==> src/pxr_defs.svh <==
/*
 * Register offsets, field positions, reset values and timing figures of
 * the extended transceiver control bank. Definitions only.
 */
`ifndef PXR_DEFS_SVH
`define PXR_DEFS_SVH

// ==========================================================
// register offsets (printed offsets are indices; byte addr = 4 * index)
`define PXR_IDX_TXPH    12'h042
`define PXR_IDX_PBO     12'h0ae
`define PXR_IDX_VREG    12'h0d0
`define PXR_IDX_ALEN    12'h155
`define PXR_IDX_CDCTL   12'h170
`define PXR_IDX_CDPULSE 12'h171
`define PXR_IDX_CDLISTEN 12'h173

// ==========================================================
// field positions
`define PXR_TXPH_EN_BIT    4
`define PXR_VREG_PD_BIT    15
`define PXR_ALEN_START_BIT 15
`define PXR_CD_XDIS_BIT    14
`define PXR_CD_TXBYP_BIT   13
`define PXR_CD_RXBYP_BIT   12
`define PXR_CD_RSV1_BIT    11

// ==========================================================
// reset values
`define PXR_RST_PHASE     4'h0
`define PXR_RST_PBO       3'h0
`define PXR_RST_PBO_FIXED 16'h8020
`define PXR_RST_AVGF      3'h1
`define PXR_RST_CDAVG     3'h6
`define PXR_RST_CDPULSE   16'hc85c
`define PXR_RST_CDLISTEN  16'hffff

// ==========================================================
// timing figures
`define PXR_PHASE_STEP_NS 4
`define PXR_PHASE_MAX     4'ha

`endif

==> src/pxr_pkg.sv <==
/*
 * Types shared by the extended transceiver control bank.
 * Assumes pxr_defs.svh holds the numeric constants.
 */
package pxr_pkg;

	typedef struct packed {
		logic        cross_disable;
		logic        tx_pair_bypass;
		logic        rx_pair_bypass;
		logic [2:0]  average_code;
		logic [3:0]  pulse_control;
		logic [7:0]  listen_length;
		logic [2:0]  length_avg_factor;
	} pxr_diag_cfg_t;

	typedef struct packed {
		logic [3:0] phase;
		logic       phase_apply;
		logic [4:0] shift_steps;
		logic       shift_later;
	} pxr_phase_t;

	typedef enum logic [1:0] {
		PXR_IDLE   = 2'b00,
		PXR_ACCESS = 2'b01
	} pxr_apb_state_t;

endpackage

==> src/pxr_regs.sv <==
/*
 * APB register bank for the transceiver's extended control: transmit clock
 * phase shift, power back-off, regulator power-down and cable diagnostics.
 * Each 16-bit register sits in the low half of one aligned 32-bit word at
 * four times its index; the upper half reads zero and is never stored.
 * Command bits (phase enable, regulator power-down, length diagnostic
 * start) leave one-cycle pulses, phase enable only when the phase changes,
 * and read back as zero.
 * The phase shifter receives the new phase, the step count and the
 * direction together with a one-cycle apply pulse.
 * Assumes an APB master on pclk, 32-bit data; analog blocks sit outside
 * and act on the levels and pulses driven here. The slave answers with
 * no wait states, and per-lane strobes select which byte is written; the back-off field needs both.
 * The diagnostic engine drives its result and busy level synchronously
 * to pclk; nothing here resynchronises them.
 */
// Functional notes
// phase field reports offset, shifts 4 ns/step
// phase stored modulo ten; the code keeps a written ten as ten and folds only 11 to 15
// back-off field selects transmit power level
// regulator power-down pulses, bit self-clears
// host writes zeros to regulator reserved bits
// host powers regulator down only with external core
// length averaging factor, resets to 001
// cross-disable selects per-pair only test
// transmit-pair bypass moves results to receive slots
// receive-pair bypass bit is read-only
// host keeps reserved bit 11 at one
// averaging code n gives 2^n cycles; the code gives 64 cycles for code 111
// pulse control field resets to 1100
// listen length field resets to all ones
// reserved read-only bits ignore writes, read zero
// host ignores reserved read-write config bits
// phase enable applies value, then self-clears
// command bits read back zero once accepted
`timescale 1ns/100ps
`include "pxr_defs.svh"

module pxr_regs #(
	parameter int ADDR_W = 12
) (
	// apb slave
	input  wire logic              pclk,
	input  wire logic              presetn,
	input  wire logic              psel,
	input  wire logic              penable,
	input  wire logic              pwrite,
	input  wire logic [ADDR_W+1:0] paddr,
	input  wire logic [31:0]       pwdata,
	input  wire logic [3:0]        pstrb,
	output logic      [31:0]       prdata,
	output logic                   pready,
	output logic                   pslverr,
	// transmit clock phase
	output logic      [3:0]        tx_phase,
	output logic                   tx_phase_apply,
	output logic      [4:0]        tx_shift_steps,
	output logic                   tx_shift_later,
	// power
	output logic      [2:0]        power_back_off,
	output logic                   regulator_power_down,
	output logic                   regulator_enabled,
	// cable diagnostics
	output logic                   length_diag_start,
	output logic      [6:0]        diag_average_cycles,
	output pxr_pkg::pxr_diag_cfg_t diag_cfg,
	output logic                   diag_use_rx_slots,
	input  wire logic [7:0]        length_diag_result,
	input  wire logic              length_diag_busy
);

	// ==========================================================
	// decode
	logic [ADDR_W-1:0] idx;
	logic              wr_acc;
	logic              rd_acc;
	logic              hit;
	logic              wr_lo;
	logic              wr_hi;

	function automatic logic known_index(input logic [ADDR_W-1:0] a);
		known_index = (a == `PXR_IDX_TXPH) || (a == `PXR_IDX_PBO) ||
			(a == `PXR_IDX_VREG) || (a == `PXR_IDX_ALEN) ||
			(a == `PXR_IDX_CDCTL) || (a == `PXR_IDX_CDPULSE) ||
			(a == `PXR_IDX_CDLISTEN);
	endfunction

	// zero-wait slave: every access completes in its first access cycle
	assign idx     = paddr[ADDR_W+1:2];
	assign hit     = known_index(idx) && (paddr[1:0] == 2'b00);
	assign wr_acc  = psel && penable && pwrite && hit;
	assign rd_acc  = psel && penable && !pwrite;
	assign wr_lo   = wr_acc && pstrb[0];
	assign wr_hi   = wr_acc && pstrb[1];
	assign pready  = 1'b1;
	assign pslverr = psel && penable && !hit;

	// one enable per register and lane, so each field below names its strobe
	logic       txph_we;
	logic       pbo_we;
	logic       vreg_cmd;
	logic       alen_lo_we;
	logic       alen_cmd;
	logic       cdctl_we;
	logic [1:0] pulse_we;
	logic [1:0] listen_we;

	// a phase write without the enable bit changes nothing at all
	assign txph_we    = wr_lo && (idx == `PXR_IDX_TXPH) && pwdata[`PXR_TXPH_EN_BIT];
	// the back-off field straddles both lanes, so both must be strobed
	assign pbo_we     = wr_lo && wr_hi && (idx == `PXR_IDX_PBO);
	// command bits decode straight to pulses; nothing is stored for them
	assign vreg_cmd   = wr_hi && (idx == `PXR_IDX_VREG) && pwdata[`PXR_VREG_PD_BIT];
	assign alen_lo_we = wr_lo && (idx == `PXR_IDX_ALEN);
	assign alen_cmd   = wr_hi && (idx == `PXR_IDX_ALEN) && pwdata[`PXR_ALEN_START_BIT];
	assign cdctl_we   = wr_hi && (idx == `PXR_IDX_CDCTL);
	assign pulse_we   = {wr_hi, wr_lo} & {2{idx == `PXR_IDX_CDPULSE}};
	assign listen_we  = {wr_hi, wr_lo} & {2{idx == `PXR_IDX_CDLISTEN}};

	// ==========================================================
	// transmit clock phase
	logic [3:0] phase_q;
	logic [3:0] phase_d;
	logic [3:0] wr_phase;
	logic       apply_q;
	logic [4:0] steps_q;
	logic       later_q;

	assign wr_phase = pwdata[3:0];
	// values above ten fold back modulo ten
	assign phase_d = (wr_phase > `PXR_PHASE_MAX) ? wr_phase - `PXR_PHASE_MAX : wr_phase;

	// the shift is only performed when the enable bit is written as one
	always_ff @(posedge pclk or negedge presetn) begin
		if (!presetn) begin
			phase_q <= `PXR_RST_PHASE;
			apply_q <= 1'b0;
			steps_q <= 5'h00;
			later_q <= 1'b0;
		end else begin
			apply_q <= 1'b0;
			if (txph_we) begin
				phase_q <= phase_d;
				apply_q <= (phase_d != phase_q);
				later_q <= (phase_d > phase_q);
				// shift distance in 4 ns steps is the change of value
				steps_q <= (phase_d > phase_q) ? {1'b0, phase_d - phase_q} :
					{1'b0, phase_q - phase_d};
			end
		end
	end

	// the phase outputs travel together to the clock shifter
	pxr_pkg::pxr_phase_t phase_out;

	always_comb begin
		phase_out             = '0;
		phase_out.phase       = phase_q;
		phase_out.phase_apply = apply_q;
		phase_out.shift_steps = steps_q;
		phase_out.shift_later = later_q;
	end

	assign tx_phase       = phase_out.phase;
	assign tx_phase_apply = phase_out.phase_apply;
	assign tx_shift_steps = phase_out.shift_steps;
	assign tx_shift_later = phase_out.shift_later;

	// ==========================================================
	// power back-off
	logic [2:0] pbo_q;

	always_ff @(posedge pclk or negedge presetn) begin
		if (!presetn) begin
			pbo_q <= `PXR_RST_PBO;
		end else if (pbo_we) begin
			pbo_q <= pwdata[8:6];
		end
	end

	// reserved codes pass through; the analog side treats them as normal
	assign power_back_off = pbo_q;

	// ==========================================================
	// regulator
	logic vreg_pd_q;
	logic vreg_off_q;

	// power-down is one-way until reset; the command bit only pulses
	always_ff @(posedge pclk or negedge presetn) begin
		if (!presetn) begin
			vreg_pd_q  <= 1'b0;
			vreg_off_q <= 1'b0;
		end else begin
			vreg_pd_q <= vreg_cmd;
			if (vreg_pd_q) begin
				vreg_off_q <= 1'b1;
			end
		end
	end

	assign regulator_power_down = vreg_pd_q;
	assign regulator_enabled    = !vreg_off_q;

	// ==========================================================
	// cable diagnostics
	logic        start_q;
	logic [2:0]  avgf_q;
	logic        xdis_q;
	logic        txbyp_q;
	logic [2:0]  cdavg_q;
	logic [15:0] pulse_q;
	logic [15:0] listen_q;

	always_ff @(posedge pclk or negedge presetn) begin
		if (!presetn) begin
			start_q <= 1'b0;
			avgf_q  <= `PXR_RST_AVGF;
		end else begin
			// the start bit only pulses; the averaging factor is what is stored
			start_q <= alen_cmd;
			if (alen_lo_we) begin
				avgf_q <= pwdata[2:0];
			end
		end
	end

	always_ff @(posedge pclk or negedge presetn) begin
		if (!presetn) begin
			xdis_q  <= 1'b0;
			txbyp_q <= 1'b0;
			cdavg_q <= `PXR_RST_CDAVG;
		end else if (cdctl_we) begin
			// bits 12 and 11 have no storage; the read path fixes them
			xdis_q  <= pwdata[`PXR_CD_XDIS_BIT];
			txbyp_q <= pwdata[`PXR_CD_TXBYP_BIT];
			cdavg_q <= pwdata[10:8];
		end
	end

	// reserved read-write bits are kept as written so software sees them back
	always_ff @(posedge pclk or negedge presetn) begin
		if (!presetn) begin
			pulse_q  <= `PXR_RST_CDPULSE;
			listen_q <= `PXR_RST_CDLISTEN;
		end else begin
			if (pulse_we[0]) begin
				pulse_q[7:0] <= pwdata[7:0];
			end
			if (pulse_we[1]) begin
				pulse_q[15:8] <= pwdata[15:8];
			end
			if (listen_we[0]) begin
				listen_q[7:0] <= pwdata[7:0];
			end
			if (listen_we[1]) begin
				listen_q[15:8] <= pwdata[15:8];
			end
		end
	end

	assign length_diag_start = start_q;

	// code 111 is reserved; it is clamped to the largest legal count
	always_comb begin
		diag_average_cycles = 7'h00;
		if (cdavg_q == 3'h7) begin
			diag_average_cycles = 7'h40;
		end else begin
			diag_average_cycles = 7'(7'h01 << cdavg_q);
		end
	end

	always_comb begin
		diag_cfg                   = '0;
		diag_cfg.cross_disable     = xdis_q;
		diag_cfg.tx_pair_bypass    = txbyp_q;
		diag_cfg.rx_pair_bypass    = 1'b0;
		diag_cfg.average_code      = cdavg_q;
		diag_cfg.pulse_control     = pulse_q[3:0];
		diag_cfg.listen_length     = listen_q[15:8];
		diag_cfg.length_avg_factor = avgf_q;
	end

	// with the transmit pair skipped its results land in the receive slots
	assign diag_use_rx_slots = txbyp_q;

	// ==========================================================
	// read data
	// each word is built on its own line so the reserved patterns sit
	// next to the live fields they surround
	logic [15:0] txph_word;
	logic [15:0] pbo_word;
	logic [15:0] vreg_word;
	logic [15:0] alen_word;
	logic [15:0] cdctl_word;
	logic [15:0] pulse_word;
	logic [15:0] listen_word;
	logic [15:0] rd_word;

	// the enable bit is a command and never reads back
	assign txph_word   = {12'h000, phase_q};
	// fixed reserved pattern around the back-off field
	assign pbo_word    = `PXR_RST_PBO_FIXED | {7'h00, pbo_q, 6'h00};
	// power-down clears itself and the reserved bits hold no state
	assign vreg_word   = 16'h0000;
	// start, bits 14:13 and bit 3 read zero; result and busy are live
	assign alen_word   = {3'h0, length_diag_busy, length_diag_result, 1'b0, avgf_q};
	// receive bypass is read-only zero, bit 11 always reads one
	assign cdctl_word  = {1'b0, xdis_q, txbyp_q, 1'b0, 1'b1, cdavg_q, 8'h00};
	// reserved read-write bits come back exactly as written
	assign pulse_word  = pulse_q;
	assign listen_word = listen_q;

	always_comb begin
		rd_word = 16'h0000;
		unique case (idx)
			`PXR_IDX_TXPH:     rd_word = txph_word;
			`PXR_IDX_PBO:      rd_word = pbo_word;
			`PXR_IDX_VREG:     rd_word = vreg_word;
			`PXR_IDX_ALEN:     rd_word = alen_word;
			`PXR_IDX_CDCTL:    rd_word = cdctl_word;
			`PXR_IDX_CDPULSE:  rd_word = pulse_word;
			`PXR_IDX_CDLISTEN: rd_word = listen_word;
			default:           rd_word = 16'h0000;
		endcase
	end

	// captured in the setup cycle so it stands through the access phase;
	// a miss, unmapped or misaligned, reads zero
	always_ff @(posedge pclk or negedge presetn) begin
		if (!presetn) begin
			prdata <= 32'h0000_0000;
		end else if (psel && !penable && !pwrite) begin
			prdata <= hit ? {16'h0000, rd_word} : 32'h0000_0000;
		end
	end

	logic unused_rd;
	assign unused_rd = rd_acc;

endmodule

==> config.mk <==
export PLATFORM = sky130hd
export DESIGN_NAME = pxr_regs
export DESIGN_NICKNAME = d
export VERILOG_FILES = /design/src/pxr_pkg.sv /design/src/pxr_regs.sv
export VERILOG_INCLUDE_DIRS = /design/src /design/src/src
export SDC_FILE = /design/constraint.sdc
export NUM_CORES = 1
export LEC_CHECK = 0
export BUFFER_PORTS_ARGS = -buffer_cell sky130_fd_sc_hd__buf_2
export CORE_AREA = 2 2 90 92
export DETAILED_ROUTE_END_ITERATION = 16
export DIE_AREA = 0 0 92 94
export PLACE_DENSITY = 0.86
export RECOVER_POWER = 100
export SYNTH_ARGS = -nofsm -noshare
export SYNTH_HDL_FRONTEND = slang
export SYNTH_SLANG_ARGS = --single-unit
==> constraint.sdc <==
create_clock -name pclk -period 4 [get_ports pclk]
set_input_delay 0.6 -clock pclk [delete_from_list [all_inputs] [get_ports pclk]]
set_output_delay 0.6 -clock pclk [all_outputs]
set_load 0.01 [all_outputs]
==> results.tsv <==
metric	value	unit
outcome	complete, but fails checks	
violations	max-capacitance violations, max-slew violations	
slew_headroom	-77.74	%
synth-seq-area-share	45.33	%
start_util	53.19	%
core_area	7607	um^2
antenna_found_initial	1	
grt_usage	23.03	%
h-tree-depth	3	
cp_max_fo	14	
drive_above_1_share	31.40	%
cts-root-buf	clkbuf_8	
cts_resized	0	
vias	3190	
power	1.429	mW
numCtsBuffers	9	
rsz0062_at_grt	no	
synth-edff-count	0	
fin_ws	0.7624	ns
reg2regPathDepth	7	
ys_ff_latch	72	
drtPass1Iterations	5	
period_share	80.94	%
drt-total-wl	9.816	mm
placed_area	4481	um^2
routedWlPerCell	17.28	um
hold_viol	0	
num-nets-final	534	
min_path_cells	1	
setup.worst_path.end_class	flop	
num_io_pins	144	
critical_path_class	in2reg	
worst_skew_pair.late_latency	0.36	ns
finalClockSkew	0.006637	ns
post_cts_buffers	0	
drtIter0Drc	162	
async_flop_share	100.0	%
yosysWarnings	0	
cp_slowest_stage_delay	1.05	ns
placedCellCount	551	
slowest_stage	nor4_1	
cap_violations	1	
vias_per_cell	5.616	
port-buffer-count	106	
fin_crit	3.238	ns
setup_tns	0	ns
area_growth	13.23	%
place_congestion	0.8938	
path_cells	clkbuf_1 > or4b_1 > nor4_1 > nand3_2 > or4_1 > nand3_1	
antenna_left	0	
cts.sinks	72	
syn_inst	370	
fin_hold_ws	0.4674	ns
p_leak	2.104	nW
fill_cells	680	
syn_area	4046	um^2
grt_pass1_vias	3150	
core.rowCount	32	
clockBufferDepth	2	
final_area	4582	um^2
cts_tree	built	
dieWidth	92	um
grt_pass1_wl	15.33	mm
synthFlopType	dfrtp_1	
cp_data_arrival_time	3.53	ns
final_util	60.23	%
clock.fmax	308.9	MHz
place_ws	0.9434	ns
setup_viol	0	
start_kind	input port	
die_h	94	um
slew_viol_final	53	
holdCritPathClass	reg2reg	
synthDistinctLibCells	51	
powerDensity	311.9	nW/um^2
grt_start_max_net_pins	53	
drc	0	
ir_drop	0.2039	mV
synth.avg_cell_area	10.94	um^2
clk_pin_slew	0.07	ns
die_area	8648	um^2
ctsHoldBuffers	0	
instances_no_fill	568	
grt_overflow	0	
worstMarginPinSlew	2.666	ns
worst_ep_required_time	4.30	ns
hpwlAfterDp	7.156	mm
registers in the layout, summed over array words and instances (netlist names):
name / count
power_back_off: 3
avgf_q: 3
tx_shift_steps: 4
pulse_q: 16
tx_phase: 4
tx_shift_later: 1
prdata: 16
listen_q: 16
vreg_off_q: 1
length_diag_start: 1
diag_use_rx_slots: 1
cdavg_q: 3
regulator_power_down: 1
tx_phase_apply: 1
xdis_q: 1
layout by cell type (no fill, tap or decap), types with 13 or more instances in the layout:
cell      instances
a22oi_1          13
nand2_1          33
inv_1            14
clkbuf_1         55
o21ai_0          24
dfstp_2          14
buf_2            53
conb_1           19
mux2_2           54
dfrtp_1          46
power by group:
| part | switching [mW] | internal, mW |
|---|---|---|
| registers | 0.0000767 | 0.728 |
| clock network | 0.276 | 0.305 |
| logic | 0.0793 | 0.0403 |
final cells by class:
type / count / area [um^2] / area share [%]
multi-input combinational: 254 / 1886 / 41.15
sequential: 72 / 1834 / 40.03
timing repair buffer: 109 / 480.5 / 10.49
clock buffer: 11 / 141.4 / 3.086
tap: 102 / 127.6 / 2.785
clock inverter: 5 / 57.56 / 1.256
inverter: 14 / 52.55 / 1.147
antenna: 1 / 2.502 / 0.05462
metal layers:
metal | vias up | GRT usage, % | routed length (um)
li1 | 1456 | - | -
met1 | 1564 | 29.16 | 4030
met2 | 147 | 37.50 | 4889
met3 | 23 | 5.698 | 629
met4 | 0 | 10.45 | 267
met5 | - | 0 | 0
cells by family (layout without fill, tap and decap cells):
logic type | count (synthesis) | count (layout) | synth area share, %
compound gates | 71 | 71 | 11.60
xor+xnor | 1 | 1 | 0.2165
fa+ha+maj | 10 | 10 | 3.463
buf+inv | 61 | 139 | 8.967
flops | 72 | 72 | 45.33
mux | 58 | 58 | 16.05
other cells | 2 | 20 | 0.1856
simple gates | 95 | 95 | 14.19
path summary, 6_finish.rpt:
check | startpoint | to | slack (ns)
setup / recovery | paddr[4] | tx_shift_steps[3] | 0.76
hold / removal | vreg_off_q | vreg_off_q | 0.47
setup reg to reg | tx_phase[0] | tx_shift_steps[3] | 1.70
hold reg to reg | vreg_off_q | vreg_off_q | 0.47
max in group asynchronous | presetn | listen_q[4] | 1.24
min in group asynchronous | presetn | avgf_q[2] | 1.08
cells in the mapped netlist (3+ instances only):
| master | n | area [um^2] |
|---|---|---|
| dfstp_2 | 26 | 683.2 |
| a2bb2oi_1 | 3 | 26.28 |
| ha_1 | 8 | 100.1 |
| nand2_1 | 33 | 123.9 |
| buf_4 | 35 | 262.8 |
| inv_1 | 14 | 52.55 |
| nor2_1 | 7 | 26.28 |
| and3b_1 | 4 | 35.03 |
| a22oi_1 | 13 | 97.59 |
| clkbuf_1 | 7 | 26.28 |
| nor2b_1 | 3 | 18.77 |
| or2_2 | 5 | 31.28 |
| mux2_2 | 55 | 619.3 |
| o21ai_0 | 24 | 120.1 |
| and3_1 | 3 | 18.77 |
| nor3_1 | 5 | 25.02 |
| and2_1 | 4 | 25.02 |
| nand4_1 | 7 | 43.79 |
| and4_1 | 3 | 26.28 |
| nor3b_1 | 5 | 37.54 |
| buf_1 | 3 | 11.26 |
| dfrtp_1 | 46 | 1151 |
| a21oi_1 | 8 | 40.04 |
| a22o_1 | 7 | 61.31 |
| nand3_1 | 3 | 15.01 |
| mux2i_1 | 3 | 30.03 |
critical path, delay by kind of cell:
kind                   cells  cell delay (ns)
AND/OR/NAND/NOR            5             2.79
buffers and inverters      1             0.13
Power figures use the tool's default switching activity.
